==> config.mk <==
export PLATFORM = sky130hd
export DESIGN_NAME = ppc_play
export DESIGN_NICKNAME = d
export VERILOG_FILES = /design/src/inc/ppc_pkg.sv /design/src/design/ppc_merge.sv /design/src/design/ppc_play.sv
export VERILOG_INCLUDE_DIRS = /design/src /design/src/inc
export SDC_FILE = /design/constraint.sdc
export NUM_CORES = 1
export LEC_CHECK = 0
export BUFFER_PORTS_ARGS = -buffer_cell sky130_fd_sc_hd__clkbuf_2
export CORE_UTILIZATION = 35
export DETAILED_ROUTE_END_ITERATION = 16
export GPL_TIMING_DRIVEN = 0
export SLEW_MARGIN = 20
export SYNTH_ARGS = -nofsm -noshare
export SYNTH_HDL_FRONTEND = slang
export SYNTH_SLANG_ARGS = --single-unit
==> constraint.sdc <==
create_clock -name core_clk -period 6.15 [get_ports core_clk]
set_input_delay 1.23 -clock core_clk [delete_from_list [all_inputs] [get_ports core_clk]]
set_output_delay 1.23 -clock core_clk [all_outputs]
set_load 0.03 [all_outputs]
==> src/inc/ppc_map.svh <==
// register offsets, field positions and reset values of the pattern play
// configuration and error bank; assumes an 8-bit register address
`ifndef PPC_MAP_SVH
`define PPC_MAP_SVH

`define PPC_TRIG_CTRL_OFS      8'h44
`define PPC_SYNTH_CTRL_OFS     8'h45
`define PPC_MERGE_CTRL_OFS     8'h47
`define PPC_OUTPUT_START_DELAY_OFS      8'h5C
`define PPC_FIRST_ADDR_OFS     8'h5D
`define PPC_LAST_ADDR_OFS      8'h5E
`define PPC_CYCLE_CNT_OFS      8'h5F
`define PPC_ERR_OFS            8'h60

`define PPC_FIRST_ONLY_BIT     1
`define PPC_TW_MEM_BIT         0
`define PPC_ERR_CLEAR_BIT      15
`define PPC_ERR_PAT_DLY_BIT    4
`define PPC_ERR_DOUT_BIT       3
`define PPC_ERR_PERIOD_BIT     2
`define PPC_ERR_ODD_BIT        1
`define PPC_ERR_MEM_BIT        0
`define PPC_ADDR_LSB           4

`define PPC_OUTPUT_START_DELAY_RST      16'h0000
`define PPC_ADDR_RST           16'h0000
`define PPC_CYCLE_CNT_RST      16'h0001
`define PPC_SHIFT_LAST         5'h10
`define PPC_PAT_DLY_DEFAULT    16'h000E
`define PPC_DOUT_DEFAULT       16'h000E

`endif

==> src/inc/ppc_pkg.sv <==
// types shared by the pattern play configuration bank
// assumes the register map header is compiled alongside
package ppc_pkg;
  typedef enum logic [1:0] {
    PPC_IDLE  = 2'b00,
    PPC_DELAY = 2'b01,
    PPC_PLAY  = 2'b10,
    PPC_WAIT  = 2'b11
  } ppc_state_t;
endpackage

==> src/design/ppc_merge.sv <==
// merge of a 14-bit pattern memory word into the 24-bit tuning word
// assumes the caller registers the result
`timescale 1ns/1ns
`include "ppc_map.svh"
module ppc_merge (
  input  wire logic [23:0] base_word,
  input  wire logic [13:0] mem_word,
  input  wire logic [4:0]  shift,
  output logic      [23:0] merged
);
  logic [23:0] keep_mask;
  logic [23:0] placed;

  always_comb begin
    keep_mask = ~(24'hFFFFFF >> shift);
    placed    = {mem_word, 10'h000} >> shift;
    // reserved codes leave the programmed word untouched
    if (shift > `PPC_SHIFT_LAST) begin
      merged = base_word;
    end else begin
      merged = (base_word & keep_mask) | placed;
    end
  end
endmodule

==> src/design/ppc_play.sv <==
// pattern play configuration registers, error flags and playback sequencer
// assumes pattern period, pattern delay and output start come from adjacent
// register banks, and that memory conflicts and sine wraps arrive as pulses
//
// The strobed register port is this design's own decision.
`timescale 1ns/1ns
`include "ppc_map.svh"

module ppc_play #(
  parameter int AW = 12
) (
  input  wire logic          core_clk,
  input  wire logic          rst,
  input  wire logic [7:0]    reg_addr,
  input  wire logic [15:0]   reg_wdata,
  input  wire logic          reg_wr,
  input  wire logic          reg_rd,
  output logic      [15:0]   reg_rdata,
  input  wire logic          play_en,
  input  wire logic          sine_mode,
  input  wire logic [15:0]   pattern_period,
  input  wire logic [15:0]   pattern_delay,
  input  wire logic [15:0]   dout_start,
  input  wire logic          mem_conflict,
  input  wire logic          sine_wrap,
  input  wire logic [13:0]   mem_data,
  input  wire logic [23:0]   base_tuning_word,
  output logic      [AW-1:0] mem_addr,
  output logic               mem_rd,
  output logic               out_active,
  output logic      [23:0]   synth_tuning_word,
  output logic      [5:0]    error_flags
);

  // ------------------------------------------------------------
  // parameter check
  // ------------------------------------------------------------
  if (AW < 1 || AW > 12) begin : g_bad_aw
    $error("ppc_play: AW must lie between 1 and 12");
  end

  // ------------------------------------------------------------
  // state
  // ------------------------------------------------------------
  typedef struct packed {
    ppc_pkg::ppc_state_t st;
    logic [15:0]         output_start_delay;
    logic [15:0]         first_addr;
    logic [15:0]         last_addr;
    logic [15:0]         cycle_cnt;
    logic                first_only;
    logic                tw_mem;
    logic [4:0]          shift;
    logic [5:0]          flags;
    logic [15:0]         rdata;
    logic [15:0]         per_cnt;
    logic [15:0]         dly_cnt;
    logic [15:0]         sine_cnt;
    logic                first_done;
    logic [AW-1:0]       addr;
    logic                rd;
    logic                active;
    logic [23:0]         tw;
  } ppc_regs_t;

  ppc_regs_t r;
  ppc_regs_t next_r;

  logic [23:0]   merged;
  logic [AW-1:0] first_idx;
  logic [AW-1:0] last_idx;
  logic [AW:0]   pat_len;
  logic [17:0]   play_need;
  logic          period_start;
  logic          delay_due;
  logic [5:0]    events;

  // ------------------------------------------------------------
  // tuning word merge
  // ------------------------------------------------------------
  ppc_merge u_merge (
    .base_word (base_tuning_word),
    .mem_word  (mem_data),
    .shift     (r.shift),
    .merged    (merged)
  );

  // ------------------------------------------------------------
  // derived conditions
  // ------------------------------------------------------------
  always_comb begin
    first_idx = r.first_addr[`PPC_ADDR_LSB +: AW];
    last_idx  = r.last_addr[`PPC_ADDR_LSB +: AW];
    // a reversed range wraps through the memory, as the address counter does
    pat_len   = {1'b0, last_idx - first_idx} + {{AW{1'b0}}, 1'b1};
    // delay plus samples; sine mode length is set by the synthesizer and not checked here
    play_need = {2'b00, r.output_start_delay} + {{(18-AW-1){1'b0}}, pat_len};
    period_start = play_en && (r.per_cnt == 16'h0000);
    delay_due    = !r.first_only || !r.first_done;
  end

  // ------------------------------------------------------------
  // error events
  // ------------------------------------------------------------
  always_comb begin
    events = 6'h00;
    events[`PPC_ERR_PAT_DLY_BIT] = pattern_delay < `PPC_PAT_DLY_DEFAULT;
    events[`PPC_ERR_DOUT_BIT]    = dout_start < `PPC_DOUT_DEFAULT;
    events[`PPC_ERR_PERIOD_BIT]  = play_en && !sine_mode
                                   && (play_need > {2'b00, pattern_period});
    events[`PPC_ERR_ODD_BIT]     = play_en && !sine_mode && r.first_only
                                   && pat_len[0];
    events[`PPC_ERR_MEM_BIT]     = mem_conflict && r.rd;
  end

  // ------------------------------------------------------------
  // next state
  // ------------------------------------------------------------
  always_comb begin
    next_r = r;

    // register writes
    if (reg_wr) begin
      case (reg_addr)
        `PPC_TRIG_CTRL_OFS: begin
          next_r.first_only = reg_wdata[`PPC_FIRST_ONLY_BIT];
        end
        `PPC_SYNTH_CTRL_OFS: begin
          next_r.tw_mem = reg_wdata[`PPC_TW_MEM_BIT];
        end
        `PPC_MERGE_CTRL_OFS: begin
          next_r.shift = reg_wdata[4:0];
        end
        `PPC_OUTPUT_START_DELAY_OFS: begin
          next_r.output_start_delay = reg_wdata;
        end
        `PPC_FIRST_ADDR_OFS: begin
          next_r.first_addr = reg_wdata;
        end
        `PPC_LAST_ADDR_OFS: begin
          next_r.last_addr = reg_wdata;
        end
        `PPC_CYCLE_CNT_OFS: begin
          next_r.cycle_cnt = reg_wdata;
        end
        default: begin
        end
      endcase
    end

    // sticky flags; a new event wins over a clear in the same cycle
    if (reg_wr && reg_addr == `PPC_ERR_OFS && reg_wdata[`PPC_ERR_CLEAR_BIT]) begin
      next_r.flags = events;
    end else begin
      next_r.flags = r.flags | events;
    end

    // register reads, answered in the following cycle only
    next_r.rdata = 16'h0000;
    if (reg_rd) begin
      case (reg_addr)
        `PPC_TRIG_CTRL_OFS: begin
          next_r.rdata[`PPC_FIRST_ONLY_BIT] = r.first_only;
        end
        `PPC_SYNTH_CTRL_OFS: begin
          next_r.rdata[`PPC_TW_MEM_BIT] = r.tw_mem;
        end
        `PPC_MERGE_CTRL_OFS: begin
          next_r.rdata[4:0] = r.shift;
        end
        `PPC_OUTPUT_START_DELAY_OFS: begin
          next_r.rdata = r.output_start_delay;
        end
        `PPC_FIRST_ADDR_OFS: begin
          next_r.rdata = r.first_addr;
        end
        `PPC_LAST_ADDR_OFS: begin
          next_r.rdata = r.last_addr;
        end
        `PPC_CYCLE_CNT_OFS: begin
          next_r.rdata = r.cycle_cnt;
        end
        `PPC_ERR_OFS: begin
          next_r.rdata[5:0] = r.flags;
        end
        default: begin
        end
      endcase
    end

    // pattern period counter
    if (!play_en || r.per_cnt + 16'h0001 >= pattern_period) begin
      next_r.per_cnt = 16'h0000;
    end else begin
      next_r.per_cnt = r.per_cnt + 16'h0001;
    end

    // sequencer
    case (r.st)
      ppc_pkg::PPC_IDLE, ppc_pkg::PPC_WAIT: begin
        if (period_start) begin
          next_r.sine_cnt = 16'h0000;
          next_r.dly_cnt  = 16'h0000;
          next_r.addr     = first_idx;
          if (delay_due && r.output_start_delay != 16'h0000) begin
            next_r.st = ppc_pkg::PPC_DELAY;
          end else begin
            next_r.st         = ppc_pkg::PPC_PLAY;
            next_r.first_done = 1'b1;
          end
        end
      end
      ppc_pkg::PPC_DELAY: begin
        // output starts output_start_delay cycles after entering PPC_DELAY, one cycle more after the period begins
        if (r.dly_cnt + 16'h0001 >= r.output_start_delay) begin
          next_r.st         = ppc_pkg::PPC_PLAY;
          next_r.first_done = 1'b1;
        end else begin
          next_r.dly_cnt = r.dly_cnt + 16'h0001;
        end
      end
      ppc_pkg::PPC_PLAY: begin
        if (sine_mode) begin
          if (sine_wrap) begin
            next_r.sine_cnt = r.sine_cnt + 16'h0001;
            if (r.sine_cnt + 16'h0001 >= r.cycle_cnt) begin
              next_r.st = ppc_pkg::PPC_WAIT;
            end
          end
        end else if (r.addr == last_idx) begin
          next_r.st = ppc_pkg::PPC_WAIT;
        end else begin
          next_r.addr = r.addr + {{(AW-1){1'b0}}, 1'b1};
        end
      end
      default: begin
        next_r.st = ppc_pkg::PPC_IDLE;
      end
    endcase

    // leaving play mode rearms the first-pattern delay
    if (!play_en) begin
      next_r.st         = ppc_pkg::PPC_IDLE;
      next_r.first_done = 1'b0;
    end

    next_r.active = next_r.st == ppc_pkg::PPC_PLAY;
    next_r.rd     = next_r.active && !sine_mode;
    next_r.tw     = r.tw_mem ? merged : base_tuning_word;
  end

  // ------------------------------------------------------------
  // registers
  // ------------------------------------------------------------
  always_ff @(posedge core_clk) begin
    if (rst) begin
      r            <= '0;
      r.st         <= ppc_pkg::PPC_IDLE;
      r.output_start_delay  <= `PPC_OUTPUT_START_DELAY_RST;
      r.first_addr <= `PPC_ADDR_RST;
      r.last_addr  <= `PPC_ADDR_RST;
      r.cycle_cnt  <= `PPC_CYCLE_CNT_RST;
    end else begin
      r <= next_r;
    end
  end

  // ------------------------------------------------------------
  // outputs, all straight from flip-flops
  // ------------------------------------------------------------
  assign reg_rdata         = r.rdata;
  assign mem_addr          = r.addr;
  assign mem_rd            = r.rd;
  assign out_active        = r.active;
  assign synth_tuning_word = r.tw;
  assign error_flags       = r.flags;

endmodule

# Yosys cells after proc, flatten, opt, wreduce, memory -nomap -nowiden
# Index checks and enable logic that the tools add are counted.
totals:
  input_bits: 118
  out_inout_bits: 60
  register_bits: 182
  elab_cells: 128
classes:
  bitwise: 6
  n_lt_le_gt_ge: 7
  n_addsub: 7
  n_eq_ne: 21
  n_shift: 2
  n_mux: 29
  n_reduce_logical: 37
ops:
  columns: ["op", "n"]
  rows:
  - ["$eq 8x7->1 const B", 8]
  - ["$pmux 16 s2", 2]
  - ["$add 16x1->16 const B", 3]
  - ["$ge 16x16->1", 3]
  - ["$mux 16", 3]
  - ["$mux 24", 2]
  - ["$mux 45", 1]
  - ["$pmux 10 s4", 1]
  - ["$lt 16x4->1 const B", 2]
  - ["$and 24x24->24", 1]
  - ["$mux 12", 2]
  - ["$not 24->24", 1]
  - ["$or 24x24->24", 1]
  - ["$pmux 12 s2", 1]
  - ["$shr 24x5->24", 1]
  - ["$shr 24x5->24 const A", 1]
  - ["$pmux 3 s6", 1]
  - ["$add 16x13->17", 1]
  - ["$gt 17x16->1", 1]
  - ["$logic_not 16->1", 1]
  - ["$mux 2", 8]
  - ["$ne 2x2->1 const B", 8]
  - ["$reduce_bool 16->1", 1]
  - ["$pmux 1 s7", 2]
  - ["other kinds (23)", 53]

# Longest topological paths before layout
# Gate-level depths: netlist of the first run.
logic_depth:
  depth_word: 9
  mapped_depth: 26

# Cells and area by module
# A second synthesis of the first run with hierarchy kept.
unflattened:
  cells_unflattened: 1628
  area_unflattened_um2: 12951.2
by_module_without_submodules:
  columns: ["module", "instances", "seq_area_each_um2", "cells_per_inst", "area_per_inst_um2"]
  rows:
  - ["ppc_play", 1, 3623.5, 1461, 11716.2]
  - ["ppc_merge", 1, 0.0, 167, 1234.9]

# Worst setup path before layout of the first run
# Ideal clock, no wire load.
synth_path:
  path_type: "register -> register"
  start: "reg r (netlist bit first_idx[1])"
  end: "reg r (netlist bit error_flags[2])"
  setup_time_ns: 0.131
  required_time_ns: 6.019
  arrival_time_ns: 4.528
  path_stages_with_launch: 24
  path_slack_ns: 1.491
  cell_sequence: "dfxtp_1 inv_1 ha_1 nor2b_1 o31ai_2 a21oi_1 o2111a_1 a2111oi_4 xor2_1 or2_1 xor2_1 ha_1 or3_1 o21ai_0 a21oi_1 a21o_1 a21o_1 nand3_1 xnor2_1 ha_1 nand4_1 or4_1 a22oi_1 o32ai_1"
synth_via:
  elab_chain_cells: 7
synth_rtl:
  columns: ["item", "line_no", "text"]
  rows:
  - ["start, declared", "ppc_play.sv:66", "ppc_regs_t r;"]
  - ["start signal, assigned", "ppc_play.sv:264", "r <= next_r;"]
  - ["$sub 12x12->12 *", "ppc_play.sv:95", "pat_len = {1'b0, last_idx - first_idx} + {{AW{1'b0}}, 1'b1};"]
  - ["$add 12x1->13 *", "ppc_play.sv:95", null]
  - ["$add 16x13->17 *", "ppc_play.sv:97", "play_need = {2'b00, r.output_start_delay} + {{(18-AW-1){1'b0}}, pat_len};"]
  - ["$gt 17x16->1 *", "ppc_play.sv:110", "&& (play_need > {2'b00, pattern_period});"]
  - ["$logic_and 1x1->1 *", "ppc_play.sv:110", null]
  - ["$or 6x5->6", "ppc_play.sv:155", "next_r.flags = r.flags | events;"]
  - ["$mux 5 *", "ppc_play.sv:152", "if (reg_wr && reg_addr == `PPC_ERR_OFS && reg_wdata[`PPC_ERR_CLEAR_BIT]) begin"]
# Mark *: on every way between the ends. The rest lies on a longest branch, timed or not.
# A chain may end at the register's enable or synchronous reset.

# Worst setup path in the final report of the first run
# Same ends and word-level chain as after synthesis.

==> run summary, run 1 <==
The flow ran to the end, and the final reports show no timing, DRC or antenna violations. After detailed routing, the number of vias per cell comes to 5.31. Detailed routing placed a total of 2630 µm of wire on met3.

Dividing the detail-routed wire length by the instance count gives 17.7 µm. Excluding fillers, the count of instances in the completed layout stands at 2249. Buffers inserted to repair hold after CTS numbered 0.

The tools report the clock root buffer as sky130_fd_sc_hd__clkbuf_16. The run gives 1999 as the total number of nets in the final design. The worst setup path is launched from a flip-flop. The fraction of power consumed by combinational cells came out at 0.116. For this run, the slowest stage of the critical path takes 450 ps. The first global-routing pass estimated 61500 µm of wire. After filler insertion, the fill cell instance count of the layout stands at 3587. The area growth from synthesis to layout is 16.7%. At the worst endpoint, the required time is 6450 ps. Counting flops with a built-in enable in the synthesized netlist gives 0. The fraction of final layout cells with drive strength greater than 1 was 0.169. Average instance area after synthesis: 7.74 µm².

The timing endpoint of the critical path is error_flags[2]$_SDFF_PP0_. The synthesized instance count is 1589, and the slew at the pin closest to its max-slew limit is 991 ps. The wire length reported by the detailed router came out at 39800 µm.

The ratio of final minimum period to clock period is 0.859, and the I/O pin count is 178. The logs give 12300 µm² for the cell area after synthesis and 5590 ps for the data arrival at the endpoint of the critical path. The sequential area share after synthesis is 0.295, and the violation count after the first detailed-route iteration is 899. The congestion estimate from routability-driven global placement came to 0.913. The via count of the first global-routing pass was 11300; the chip width was 189 µm.

The run gives 0.449 as the sequential power share. The endpoint identified for the worst register-to-register timing path is error_flags[2]$_SDFF_PP0_. The post-detailed-route count of antenna-violating nets is 0. After global routing the overflow that remains totals 0. The clock input transition at the sequential cells of the worst setup and hold paths was 70 ps.

Among all stages on the critical path, the largest delay is contributed by sky130_fd_sc_hd__dfxtp_1. The number of endpoints with negative hold slack in the final report is 0, and the cell count after placement is 2217. The power density relative to cell area is 187 nW/µm², and the count of inserted antenna diode cells is 0. The internal power was 1.89 mW. The number of nets in the synthesized netlist is 1807. TritonCTS built the clock tree.

The number of H-tree branching levels was 4. The total track usage came out at 0.221. The tools report the insertion delay to the later sink of the worst-skew pair as 460 ps. The chip height was 189 µm.

After clock tree synthesis, the repair step resized 0 gates. The signal on the critical path passes through inv_1, ha_1, nor2b_1, o31ai_2, a21oi_1, o2111a_1, a2111oi_4, xor2_1, xor2_1, ha_1, a21o_1, a31oi_1, nand2_1, xor2_1, ha_1, a21oi_1, nor2b_1, o21ai_0, o311ai_0, o221ai_1, nand2b_1, a221oi_1, o32ai_1. For this block, wires on met1 add up to 18300 µm.

In the routed design, unresolved DRC markers number 0. The smallest clock period supported by the final layout is computed as 5280 ps. The startpoint identified for the worst register-to-register timing path is first_idx[1]$_SDFFE_PP0P_. The effective utilization at floorplan was 0.356. During synthesis, Yosys emitted a total of 0 warnings. Port buffering added 173 buffers.

The tools report the part of the total power dissipated in the clock network as 0.435. The tools report the number of setup violations in the final report as 0. Setup repair after global routing left no endpoint under its margin. In the synthesized netlist the dominant register cell turns out to be sky130_fd_sc_hd__dfxtp_1. The worst setup path is captured at a flip-flop. The share of synthesized registers carrying an async set or reset works out to 0.

The register-to-register setup slack was 870 ps; the count of standard-cell rows was 68. For this run, the top clock speed supported by timing is 189 MHz. The analysis attributes to net switching a power of 0.787 mW. Entering global routing, the biggest net connects 21 pins. Detailed routing placed a total of 18100 µm of wire on met2.

TritonCTS created 17 clock buffers. The switching portion of total power is 0.294. In this run the worst hold path is classified as reg -> reg. Tracing the worst setup path back leads to its startpoint at first_idx[1]$_SDFFE_PP0P_. The uppermost metal layer occupied by signal nets was met4. The core region is 34500 µm². Setup total negative slack on the finished layout was measured at 0 ps. Summing over every cut layer, the via total after detailed routing is 11900.

The post-synthesis cell type count is 76, and the number of buffers on the longest clock path is 2. In this run the worst path has a maximum fanout of 4. The number of antenna violations at the first check in global routing is 0. The path type of the worst setup path was reg -> reg. The logs give 0 for the buffers inserted during post-CTS setup optimization and 5 for the number of detailed-routing iterations run before antenna repair. The number of cells on the worst reg-to-reg path is 23. The normalized max-slew margin came out at 0.334. Across the routed clock network, the largest skew measured is 21.7 ps.

The max-slew violation count was 0; the number of clock sinks was 181. After synthesis the netlist holds a flip-flop and latch count of 181. The run gives 31700 µm as the total half-perimeter wirelength after legalization and detailed placement. The total leakage power was 6.03 nW; the maximum resistive drop on vdd was 0.190 mV. Max-cap violations in this run came to 0. The die covers 35900 µm².
-- layout by cell type, fill, tap and decap left out, types with 33 or more instances in the layout --
cell type and count:
sky130_fd_sc_hd__clkbuf_2 173, sky130_fd_sc_hd__buf_4 58, sky130_fd_sc_hd__inv_1 81, sky130_fd_sc_hd__nand3_1 60, sky130_fd_sc_hd__xnor2_1 39, sky130_fd_sc_hd__xor2_1 45
sky130_fd_sc_hd__a21oi_1 161, sky130_fd_sc_hd__a22oi_1 33, sky130_fd_sc_hd__dfxtp_1 181, sky130_fd_sc_hd__o21ai_0 73, sky130_fd_sc_hd__nand2_1 236, sky130_fd_sc_hd__nor2_1 110
sky130_fd_sc_hd__ha_1 98, sky130_fd_sc_hd__clkbuf_1 64
-- critical path: cells and delay by family (launching register included) --
family / cells / cell delay, ps
fa+ha+maj: 3 / 900
simple gates: 4 / 420
compound gates: 12 / 2550
xor+xnor: 3 / 710
buf+inv: 1 / 120
flops: 1 / 450
-- layer usage --
layer  vias to the layer above  global-route usage
met1                      5579               0.295
li1                       5922                   -
met3                        53              0.0432
met5                         -                   0
met2                       391               0.362
met4                         0              0.0571
-- cells by family after synthesis --
logic type / Yosys count / synth area share
compound gates: 392 / 0.199
xor+xnor: 84 / 0.0599
fa+ha+maj: 100 / 0.103
buf+inv: 213 / 0.0835
flops: 181 / 0.295
mux: 33 / 0.0356
other cells: 1 / 0.000305
simple gates: 585 / 0.224
-- how the worst min path moves through the flow --
| stage | from | to | slack [ps] | cells after the start |
|---|---|---|---|---|
| 6_report | r[132]$_SDFFE_PP0P_ | r[132]$_SDFFE_PP0P_ | 460 | 2 |
| 5_1_grt | r[148]$_SDFFE_PP0P_ | r[148]$_SDFFE_PP0P_ | 480 | 2 |
| 4_1_cts | r[132]$_SDFFE_PP0P_ | r[132]$_SDFFE_PP0P_ | 460 | 2 |
| 3_5_place_dp | r[132]$_SDFFE_PP0P_ | r[132]$_SDFFE_PP0P_ | 450 | 2 |
| 3_3_place_gp | r[134]$_SDFFE_PP0P_ | r[134]$_SDFFE_PP0P_ | 440 | 2 |
| 2_1_floorplan | r[134]$_SDFFE_PP0P_ | r[134]$_SDFFE_PP0P_ | 430 | 2 |
-- state kept, by name, indices dropped and copies added, names as in the netlist --
| register | flops |
|---|---|
| r | 98 |
| mem_addr | 12 |
| first_idx | 12 |
| synth_tuning_word | 24 |
| mem_rd | 1 |
| reg_rdata | 16 |
| last_idx | 12 |
| out_active | 1 |
| error_flags | 5 |
-- through the flow --
step | instance area, µm² | setup slack [ps] | hold WS (ps) | util | total power, mW
after global placement | 13700 | 1000 | 440 | 0.397 | 1.54
after detailed placement | 13700 | 921 | 446 | 0.397 | 1.54
after CTS | 14300 | 903 | 457 | 0.415 | 2.70
after floorplan | 12300 | 1490 | 433 | - | 1.41
final | 14300 | 866 | 458 | 0.415 | 2.68
after global routing | 14300 | 436 | 477 | 0.415 | 2.78
-- area by class of cell --
type | count | area [µm²] | area share
repair buffers | 173 | 866 | 0.0603
clock inverters | 15 | 195 | 0.0136
inverters | 82 | 308 | 0.0215
plain buffers | 131 | 718 | 0.0501
clock buffers | 17 | 425 | 0.0297
flip-flops and latches | 181 | 3620 | 0.253
well taps | 455 | 569 | 0.0397
multi-input cells | 1195 | 7640 | 0.533
-- synth_stat cells, drive strengths merged (10+ instances only) --
library cell / instances / area, µm²
dfxtp: 181 / 3620
xor2: 45 / 394
inv: 81 / 304
a21o: 18 / 135
or3: 13 / 81.3
nand3: 61 / 310
clkbuf: 64 / 240
nor2b: 29 / 181
and3: 29 / 181
mux2i: 19 / 190
a211oi: 19 / 143
o22ai: 10 / 62.6
nand3b: 12 / 90.1
a31oi: 11 / 68.8
nand2: 237 / 892
a21oi: 161 / 806
nor3: 21 / 105
buf: 67 / 478
nor2: 111 / 419
nand4: 11 / 68.8
nand2b: 12 / 75.1
a22oi: 33 / 248
ha: 98 / 1230
xnor2: 39 / 342
nor4: 16 / 100
o21ai: 77 / 389
-- power groups by stage --
stage                     Combinational (mW)  Clock, mW  Sequential, mW
final                                  0.311       1.17            1.20
after global routing                   0.340       1.23            1.20
after CTS                              0.311       1.18            1.20
after detailed placement               0.310          0            1.23
after global placement                 0.308          0            1.23
after floorplan                        0.181          0            1.23
(Power assumes the default switching activity.)
==> run 2: changes to the inputs <==
==> constraint.sdc (replaced) <==
create_clock -name core_clk -period 5.11 [get_ports core_clk]
set_input_delay 1.022 -clock core_clk [delete_from_list [all_inputs] [get_ports core_clk]]
set_output_delay 1.022 -clock core_clk [all_outputs]
set_load 0.03 [all_outputs]
==> run 2 against run 1 <==
  * Clock power increased by 21%
  * Critical path depth increased by 2
  * Sequential share of layout area decreased by 0.47 points
  * Cell count increased by 0.71%
  * Hold slack got worse by 2.1 ps
  * Design area increased by 2.3%
  * Utilization increased by 0.94 points
  * Clock-buffer cell count unchanged
  * Die area unchanged
  * Via count increased by 1.4%
  * Sequential cell count unchanged
  * Global-route usage about the same
  * Critical path type unchanged
  * Critical endpoint unchanged
  * Largest cell class unchanged
==> run summary, run 2 (same netlist as run 1, synthesis figures left out) <==
The tightest min-delay check is of the reg -> reg type. The number of stages on the worst hold path was 2 (unchanged); the non-filler instance count after layout was 2265 (+0.71%). Chip height: 189 µm (unchanged). In this run the most critical hold path is launched from r[134]$_SDFFE_PP0P_. For the effective utilization at floorplan, the log shows 0.356 (unchanged). The slowest stage of the critical path is the sky130_fd_sc_hd__fa_2 cell. Count of inserted antenna diode cells: 0 (unchanged).

STA classifies the critical path startpoint as a flip-flop. The maximum number of pins on one net before global-route repair came out at 21 (unchanged). The via-per-instance ratio was 5.35 (+0.64%); the max-slew violation count was 0 (unchanged). The flip-flop count of the largest register, all copies and words added was 98 (unchanged). The I/O pin count was 178 (unchanged); the number of buffer and inverter instances along the worst setup path was 3 (+2).

Cell count after placement: 2217 (unchanged). The total track usage is 0.221 (+0.000445), and the number of port buffers is 173 (unchanged). Chip width: 189 µm (unchanged).

The number of antenna violations at the first check in global routing was 0 (unchanged). The run gives 0.346 (+0.0114) as the normalized max-slew margin. The logs give 40300 µm (+1.3%) for the wire length reported by the detailed router and 13700 µm² (unchanged) for the cell area reported after detailed placement. The kind of cell with the highest combined delay along the critical path is compound AO/OA/AOI/OAI gates.

The clock input transition at the sequential cells of the worst setup and hold paths was 80 ps (about the same). The clock root buffer was sky130_fd_sc_hd__clkbuf_16. The fraction of final layout cells with drive strength greater than 1 was 0.197 (+0.0283). The tools report the total leakage power as 6.16 nW (+2.1%). The post-route total power was 3.23 mW (+21%); the cell count of the worst reg-to-reg path was 25 (+8.7%). Setup repair after global routing could not meet its margin everywhere.

The final period demand of the worst path works out to 5010 ps (-275 ps). Ratio of final minimum period to clock period: 0.980 (+0.121). Register-to-register setup slack: 100 ps (-770 ps). The wire length of the first global-routing pass came out at 61700 µm (+0.24%). Accumulated negative setup slack: 0 ps (unchanged). The power density relative to cell area was 220 nW/µm² (+18%); the number of stages on the worst setup path was 25 (+8.7%). The die outline area came out at 35900 µm² (unchanged). The flow ran to the end, and the final reports show no timing, DRC or antenna violations. For the number of detailed-routing iterations run before antenna repair, the log shows 5 (unchanged). Path type of the worst setup path: reg -> reg. The clock buffer count from CTS came out at 17 (unchanged). The via count of the first global-routing pass was 11300 (+0.13%); the remaining design rule violation count was 0 (unchanged). The run gives 5310 ps (-280 ps) as the data arrival at the endpoint of the critical path. The tools report the reg-to-reg critical path startpoint as last_idx[0]$_SDFFE_PP0P_. The clock skew is 24.0 ps (+2.30 ps). The delay of the slowest cell on the worst path came out at 410 ps (-40 ps). The tools report the sort of element at the end of the critical path as a flip-flop. The register containing the most flip-flops in the final layout is r. The number of H-tree branching levels came out at 4 (unchanged). The tools report the violation count after the first detailed-route iteration as 915 (+1.8%). TritonCTS built the clock tree.

The post-route worst hold slack was 456 ps (-2.09 ps). The tools report the origin of the worst setup path as last_idx[0]$_SDFFE_PP0P_. By instance count, the cell type seen most on the critical path is sky130_fd_sc_hd__ha_4. The total vias in the final route is 12100 (+1.4%). The number of endpoints with negative hold slack in the final report was 0 (unchanged).

The post-detailed-route wirelength per cell is 17.8 µm (+0.63%), and the area of the core region is 34500 µm² (unchanged). Leaving out fill and tap cells, the most frequent cell in the layout is sky130_fd_sc_hd__nand2_1. The logs give 68 (unchanged) for the count of standard-cell rows and 460 ps (about the same) for the insertion delay to the later sink of the worst-skew pair. The run gives 200 MHz (+5.5%) as the maximum clock frequency. For the total half-perimeter wirelength after legalization and detailed placement, the log shows 31700 µm (unchanged).

The final weighted congestion in routability-driven placement is 0.913 (unchanged), and the total number of nets in the final design is 2015 (+0.80%). For the post-detailed-route count of antenna-violating nets, the log shows 0 (unchanged). The top cell types in the final layout, fill and taps aside, are sky130_fd_sc_hd__nand2_1, sky130_fd_sc_hd__dfxtp_1, sky130_fd_sc_hd__clkbuf_2. The capture point of the worst reg-to-reg path was error_flags[2]$_SDFF_PP0_. The tools report the number of setup violations in the final report as 0 (unchanged). The logs give 2 (unchanged) for the number of buffers on the longest clock path and 5410 ps (-1040 ps) for the required time of the critical path.

The number of clock sinks was 181 (unchanged). The slew at the pin closest to its max-slew limit was 974 ps (-17.0 ps); the total grt overflow was 0 (unchanged). The area growth from synthesis to layout is 19.4%. The final design instance area without fill is 14700 µm² (+2.3%). The run gives 0.229 mV (+20%) as the maximum resistive drop on vdd. The end point of the most critical hold path was r[134]$_SDFFE_PP0P_. The reported max-cap violation count is 0 (unchanged). The maximum fanout along the worst path works out to 4 (unchanged).
[run 2: changes by cell type in the layout (fill, tap and decap cells not counted), sizes merged]
cell,previous run,this run
buf,67,83
[run 2: how the worst max path moves through the flow]
stage	slack [ps]	end
2_1_floorplan	450	error_flags[2]$_SDFF_PP0_
3_3_place_gp	-40	error_flags[2]$_SDFF_PP0_
3_5_place_dp	-120	error_flags[2]$_SDFF_PP0_
4_1_cts	10	error_flags[2]$_SDFF_PP0_
5_1_grt	-130	error_flags[2]$_SDFF_PP0_
6_report	100	error_flags[2]$_SDFF_PP0_
[run 2: routing by layer]
layer  global-route usage  wire length [µm]  vias to the layer above
met2                0.362             18400                      415
li1                     -                 -                     5944
met4               0.0574               726                        0
met1                0.296             18400                     5698
met5                    0                 0                        -
met3               0.0430              2750                       50
[run 2: worst reg2reg max path, stage by stage (launching register included)]
cell	delay (ps)
sky130_fd_sc_hd__dfxtp_4	370
sky130_fd_sc_hd__inv_4	60
sky130_fd_sc_hd__ha_4	130
sky130_fd_sc_hd__inv_2	40
sky130_fd_sc_hd__fa_2	410
sky130_fd_sc_hd__a21o_1	230
sky130_fd_sc_hd__a21boi_2	160
sky130_fd_sc_hd__o21bai_1	110
sky130_fd_sc_hd__xor2_2	270
sky130_fd_sc_hd__nand3_2	120
sky130_fd_sc_hd__nand3b_1	310
sky130_fd_sc_hd__xor2_4	310
sky130_fd_sc_hd__ha_4	240
sky130_fd_sc_hd__buf_4	140
sky130_fd_sc_hd__a31oi_2	220
sky130_fd_sc_hd__nand2_2	90
sky130_fd_sc_hd__xor2_1	180
sky130_fd_sc_hd__ha_1	330
sky130_fd_sc_hd__a21oi_2	130
sky130_fd_sc_hd__nor2b_1	60
sky130_fd_sc_hd__o21ai_1	200
sky130_fd_sc_hd__o311ai_2	140
sky130_fd_sc_hd__o221ai_1	170
sky130_fd_sc_hd__nand2b_1	90
sky130_fd_sc_hd__a221oi_2	250
sky130_fd_sc_hd__o32ai_1	120
[run 2: power breakdown]
group,internal [mW],leakage (nW),switching [mW]
registers,1.43,1.47,0.0169
clock network,0.714,0.304,0.693
logic,0.137,4.38,0.243
[run 2: what timing repair did]
action                     in CTS  in global routing
setup endpoints to repair       1                  1
hold buffers                    0                  0
setup buffers                   1                 15
resized for setup               8                 42
pin swaps                       3                 29
[run 2: metrics by stage]
| step | setup slack, ps | utilization |
|---|---|---|
| finish | 101 | 0.425 |
| global route | -126 | 0.425 |
| CTS | 10.3 | 0.416 |
| detailed placement | -119 | 0.397 |
| global placement | -36.7 | 0.397 |
| floorplan | 451 | - |
[run 2: final cells by class]
type                    count  area, µm²
well taps                 455        569
plain buffers             131        718
clock inverters            15        195
clock buffers              17        425
inverters                  82        310
flip-flops and latches    181       3640
multi-input cells        1195       7830
fillers                  3567      19900
repair buffers            189        986
==> run 3: changes to the inputs <==
--- a/config.mk
+++ b/config.mk
@@ -10,6 +10,7 @@
 export CORE_UTILIZATION = 35
 export DETAILED_ROUTE_END_ITERATION = 16
 export GPL_TIMING_DRIVEN = 0
+export REMOVE_ABC_BUFFERS = 1
 export SLEW_MARGIN = 20
 export SYNTH_ARGS = -nofsm -noshare
 export SYNTH_HDL_FRONTEND = slang
==> run 3 against run 2 <==
  * Clock power about the same
  * Fmax about the same
  * Routed wire length decreased by 9.2%
  * Sequential cell count unchanged
  * Critical path type unchanged
  * Highest routed layer unchanged
==> run summary, run 3 (same netlist as run 1, synthesis figures left out) <==
Post-detailed-route count of antenna-violating nets: 0 (unchanged). The non-filler instance count after layout was 2134 (-5.8%). The data arrival at the endpoint of the critical path was 5330 ps (+20 ps); the fraction of final layout cells with drive strength greater than 1 was 0.179 (-0.0186). Among the stages of the critical path, the cell type that occurs most often is sky130_fd_sc_hd__a21o_1. The total half-perimeter wirelength after legalization and detailed placement was 27500 µm (-13%); the wire length reported by the detailed router was 36600 µm (-9.2%). The tools report the required time of the critical path as 5430 ps (+20 ps). For the part of the total power dissipated in the clock network, the log shows 0.437 (+0.002). Ranked by flip-flop count, first place goes to r. The capture point of the worst reg-to-reg path is error_flags[2]$_SDFF_PP0_. The number of detailed-routing iterations run before antenna repair is 5 (unchanged), and the switching portion of total power is 0.273 (-0.0213). STA classifies the critical path startpoint as a flip-flop. The run gives -124 ps (-5.20 ps) as the pre-CTS worst setup slack. Among all stages on the critical path, the largest delay is contributed by sky130_fd_sc_hd__or4_1. The chip width was 189 µm (unchanged).

Count of inserted antenna diode cells: 0 (unchanged). Path type of the worst setup path: reg -> reg. The power density relative to cell area works out to 227 nW/µm² (+2.9%).

The total track usage is 0.200 (-0.0214), and the flip-flop count of the largest register, all copies and words added is 98 (unchanged). Chip height: 189 µm (unchanged). From synthesis to final layout, the design area changed by 13.7%. The final weighted congestion in routability-driven placement came out at 0.899 (-1.6%). The tools report the count of filler cells inserted in the layout as 3606 (+1.1%). For the total number of nets in the final design, the log shows 1884 (-6.5%). Area of the core region: 34500 µm² (unchanged). Leaving out fill and tap cells, the most frequent cells in the layout are sky130_fd_sc_hd__nand2_1, sky130_fd_sc_hd__dfxtp_1, sky130_fd_sc_hd__clkbuf_2. For the clock buffer count from CTS, the log shows 17 (unchanged). The path with the worst hold slack has its endpoint at r[135]$_SDFFE_PP0P_.

The total vias in the final route is 11500 (-5.2%). The run gives 0 ps (unchanged) as the accumulated negative setup slack. The final core utilization was 0.405 (-0.0201); the insertion delay to the later sink of the worst-skew pair was 450 ps (about the same).

Leaving out fill and tap cells, the most frequent cell in the layout is sky130_fd_sc_hd__nand2_1. The logs give 35900 µm² (unchanged) for the die outline area and 2 (unchanged) for the number of buffers on the longest clock path. The run gives 99.2 ps (-1.42 ps) as the post-route worst setup slack.

TritonCTS built the clock tree. The sequential power share came out at 0.456 (+0.009). The run gives 178 (unchanged) as the I/O pin count.

The sort of element at the end of the critical path was a flip-flop. The run gives 763 (-17%) as the violation count after the first detailed-route iteration. The maximum number of pins on one net before global-route repair is 103 (+390%), and the number of endpoints with negative hold slack in the final report is 0 (unchanged). Total grt overflow: 0 (unchanged).

The total leakage power was 5.75 nW (-6.7%). The maximum resistive drop on vdd is 0.214 mV (-6.2%), and the clock input transition at the sequential cells of the worst setup and hold paths is 80 ps (about the same). The run gives 19.9 ps (-4.12 ps) as the clock skew.

The cell sitting at the root of the clock tree is a sky130_fd_sc_hd__clkbuf_16. Family with the most delay on the worst path: simple AND/OR/NAND/NOR gates. Delay of the slowest cell on the worst path: 500 ps (+90 ps). The normalized max-slew margin was 0.248 (-0.0973). The maximum fanout along the worst path is 4 (unchanged), and the effective utilization at floorplan is 0.356 (unchanged).

The tools report the remaining design rule violation count as 0 (unchanged). The cell count of the worst reg-to-reg path works out to 24 (-4.0%). The flow ran to the end, and the final reports show no timing, DRC or antenna violations. The logs give 2091 (-5.7%) for the cell count after placement and 181 (unchanged) for the number of clock sinks. The tools report the net load switching power as 0.867 mW (-9.0%).

The run gives 0 (unchanged) as the number of buffers added to fix hold violations after cts. The maximum clock frequency came out at 200 MHz (about the same). The number of setup violations in the final report was 0 (unchanged). Walking the worst path, the cells encountered are inv_2, ha_4, inv_2, fa_2, a21o_1, a21oi_2, xnor2_2, and4_4, nand3_2, nand3b_1, xor2_2, ha_1, or3_1, o21ai_1, a21oi_2, a21o_1, a21o_1, nand3_2, xnor2_1, ha_1, nand4_1, or4_1, a22oi_2, o32ai_2.

The wire length of the first global-routing pass is 56900 µm (-7.8%), and the slew at the pin closest to its max-slew limit is 1130 ps (+152 ps). The startpoint identified for the worst register-to-register timing path is last_idx[0]$_SDFFE_PP0P_. The max-slew violation count is 0 (unchanged). Register-to-register setup slack: 100 ps (about the same). The number of H-tree branching levels came out at 4 (unchanged). The number of antenna violations at the first check in global routing came out at 0 (unchanged). Reported max-cap violation count: 0 (unchanged).

The startpoint of the most critical hold path is r[135]$_SDFFE_PP0P_. Number of buffer and inverter instances along the worst setup path: 2 (-1). For the fraction of power consumed by combinational cells, the log shows 0.107 (-0.011). The number of port buffers was 174 (+0.58%); the via-per-instance ratio was 5.38 (+0.64%). The count of standard-cell rows came out at 68 (unchanged).

The final period demand of the worst path is 5010 ps (+1.42 ps), and the ratio of final minimum period to clock period is 0.981 (about the same). The via count of the first global-routing pass is 10600 (-6.3%), and the post-route worst hold slack is 458 ps (+2.48 ps). The path class of the tightest hold or removal check is reg -> reg.

Number of stages on the worst hold path: 2 (unchanged). The internal power is 2.30 mW (+1.0%), and the post-detailed-route wirelength per cell is 17.2 µm (-3.6%).
## run 3: changes by cell type in the layout (fill, tap and decap cells not counted), moves of 4 or more
cell,change
sky130_fd_sc_hd__buf_2,-7
sky130_fd_sc_hd__buf_4,-61
sky130_fd_sc_hd__inv_8,-4
sky130_fd_sc_hd__clkbuf_1,-63
sky130_fd_sc_hd__nor2_1,-4
## run 3: power groups by stage
stage          Sequential, mW  Combinational (mW)  Clock (mW)
6_report                 1.45               0.339        1.38
5_1_grt                  1.45               0.371        1.46
4_1_cts                  1.45               0.333        1.40
3_5_place_dp             1.48               0.331           0
3_3_place_gp             1.48               0.322           0
2_1_floorplan            1.51               0.135           0
## run 3: worst max-delay path by stage
| stage | from | endpoint | slack, ps | cells past startpoint |
|---|---|---|---|---|
| 6_report | last_idx[0]$_SDFFE_PP0P_ | error_flags[2]$_SDFF_PP0_ | 100 | 24 |
| 3_3_place_gp | first_idx[1]$_SDFFE_PP0P_ | error_flags[2]$_SDFF_PP0_ | -130 | 23 |
| 3_5_place_dp | first_idx[1]$_SDFFE_PP0P_ | error_flags[2]$_SDFF_PP0_ | -120 | 23 |
| 2_1_floorplan | first_idx[1]$_SDFFE_PP0P_ | error_flags[2]$_SDFF_PP0_ | 460 | 23 |
| 4_1_cts | first_idx[1]$_SDFFE_PP0P_ | error_flags[2]$_SDFF_PP0_ | 4 | 23 |
| 5_1_grt | last_idx[0]$_SDFFE_PP0P_ | error_flags[2]$_SDFF_PP0_ | -160 | 24 |
## run 3: repair_timing
item / CTS / global route
buffers inserted: 0 / 11
endpoints found under the setup margin: 1 / 1
resized for setup: 6 / 47
pin swaps: 0 / 35
## run 3: per-stage QoR
stage | area [µm²] | power (mW)
4_1_cts | 13700 | 3.18
3_5_place_dp | 13100 | 1.81
2_1_floorplan | 11600 | 1.65
3_3_place_gp | 13000 | 1.80
6_report | 14000 | 3.17
5_1_grt | 14000 | 3.28
## run 3: cell type report
type	count	area, µm²	share of cell area
sequential	181	3640	0.260
timing repair buffer	189	1020	0.0727
clock inverter	12	144	0.0103
inverter	82	308	0.0220
tap	455	569	0.0407
multi-input combinational	1195	7840	0.561
clock buffer	20	457	0.0327
## run 3: routing by layer
metal  GRT usage  routed length [µm]  vias to the layer above
met5           0                   0                        -
met4      0.0583                 624                        0
met3      0.0382                2410                       33
met2       0.312               16500                      392
met1       0.278               17100                     5373
li1            -                   -                     5682
## run 3: worst register-to-register path: stages (launching register included)
cell and delay [ps]:
sky130_fd_sc_hd__dfxtp_4 360, sky130_fd_sc_hd__inv_2 60, sky130_fd_sc_hd__ha_4 130, sky130_fd_sc_hd__inv_2 40, sky130_fd_sc_hd__fa_2 410, sky130_fd_sc_hd__a21o_1 220
sky130_fd_sc_hd__a21oi_2 180, sky130_fd_sc_hd__xnor2_2 160, sky130_fd_sc_hd__and4_4 280, sky130_fd_sc_hd__nand3_2 90, sky130_fd_sc_hd__nand3b_1 230, sky130_fd_sc_hd__xor2_2 190
sky130_fd_sc_hd__ha_1 320, sky130_fd_sc_hd__or3_1 340, sky130_fd_sc_hd__o21ai_1 110, sky130_fd_sc_hd__a21oi_2 60, sky130_fd_sc_hd__a21o_1 170, sky130_fd_sc_hd__a21o_1 190
sky130_fd_sc_hd__nand3_2 90, sky130_fd_sc_hd__xnor2_1 80, sky130_fd_sc_hd__ha_1 320, sky130_fd_sc_hd__nand4_1 100, sky130_fd_sc_hd__or4_1 500, sky130_fd_sc_hd__a22oi_2 180
sky130_fd_sc_hd__o32ai_2 100
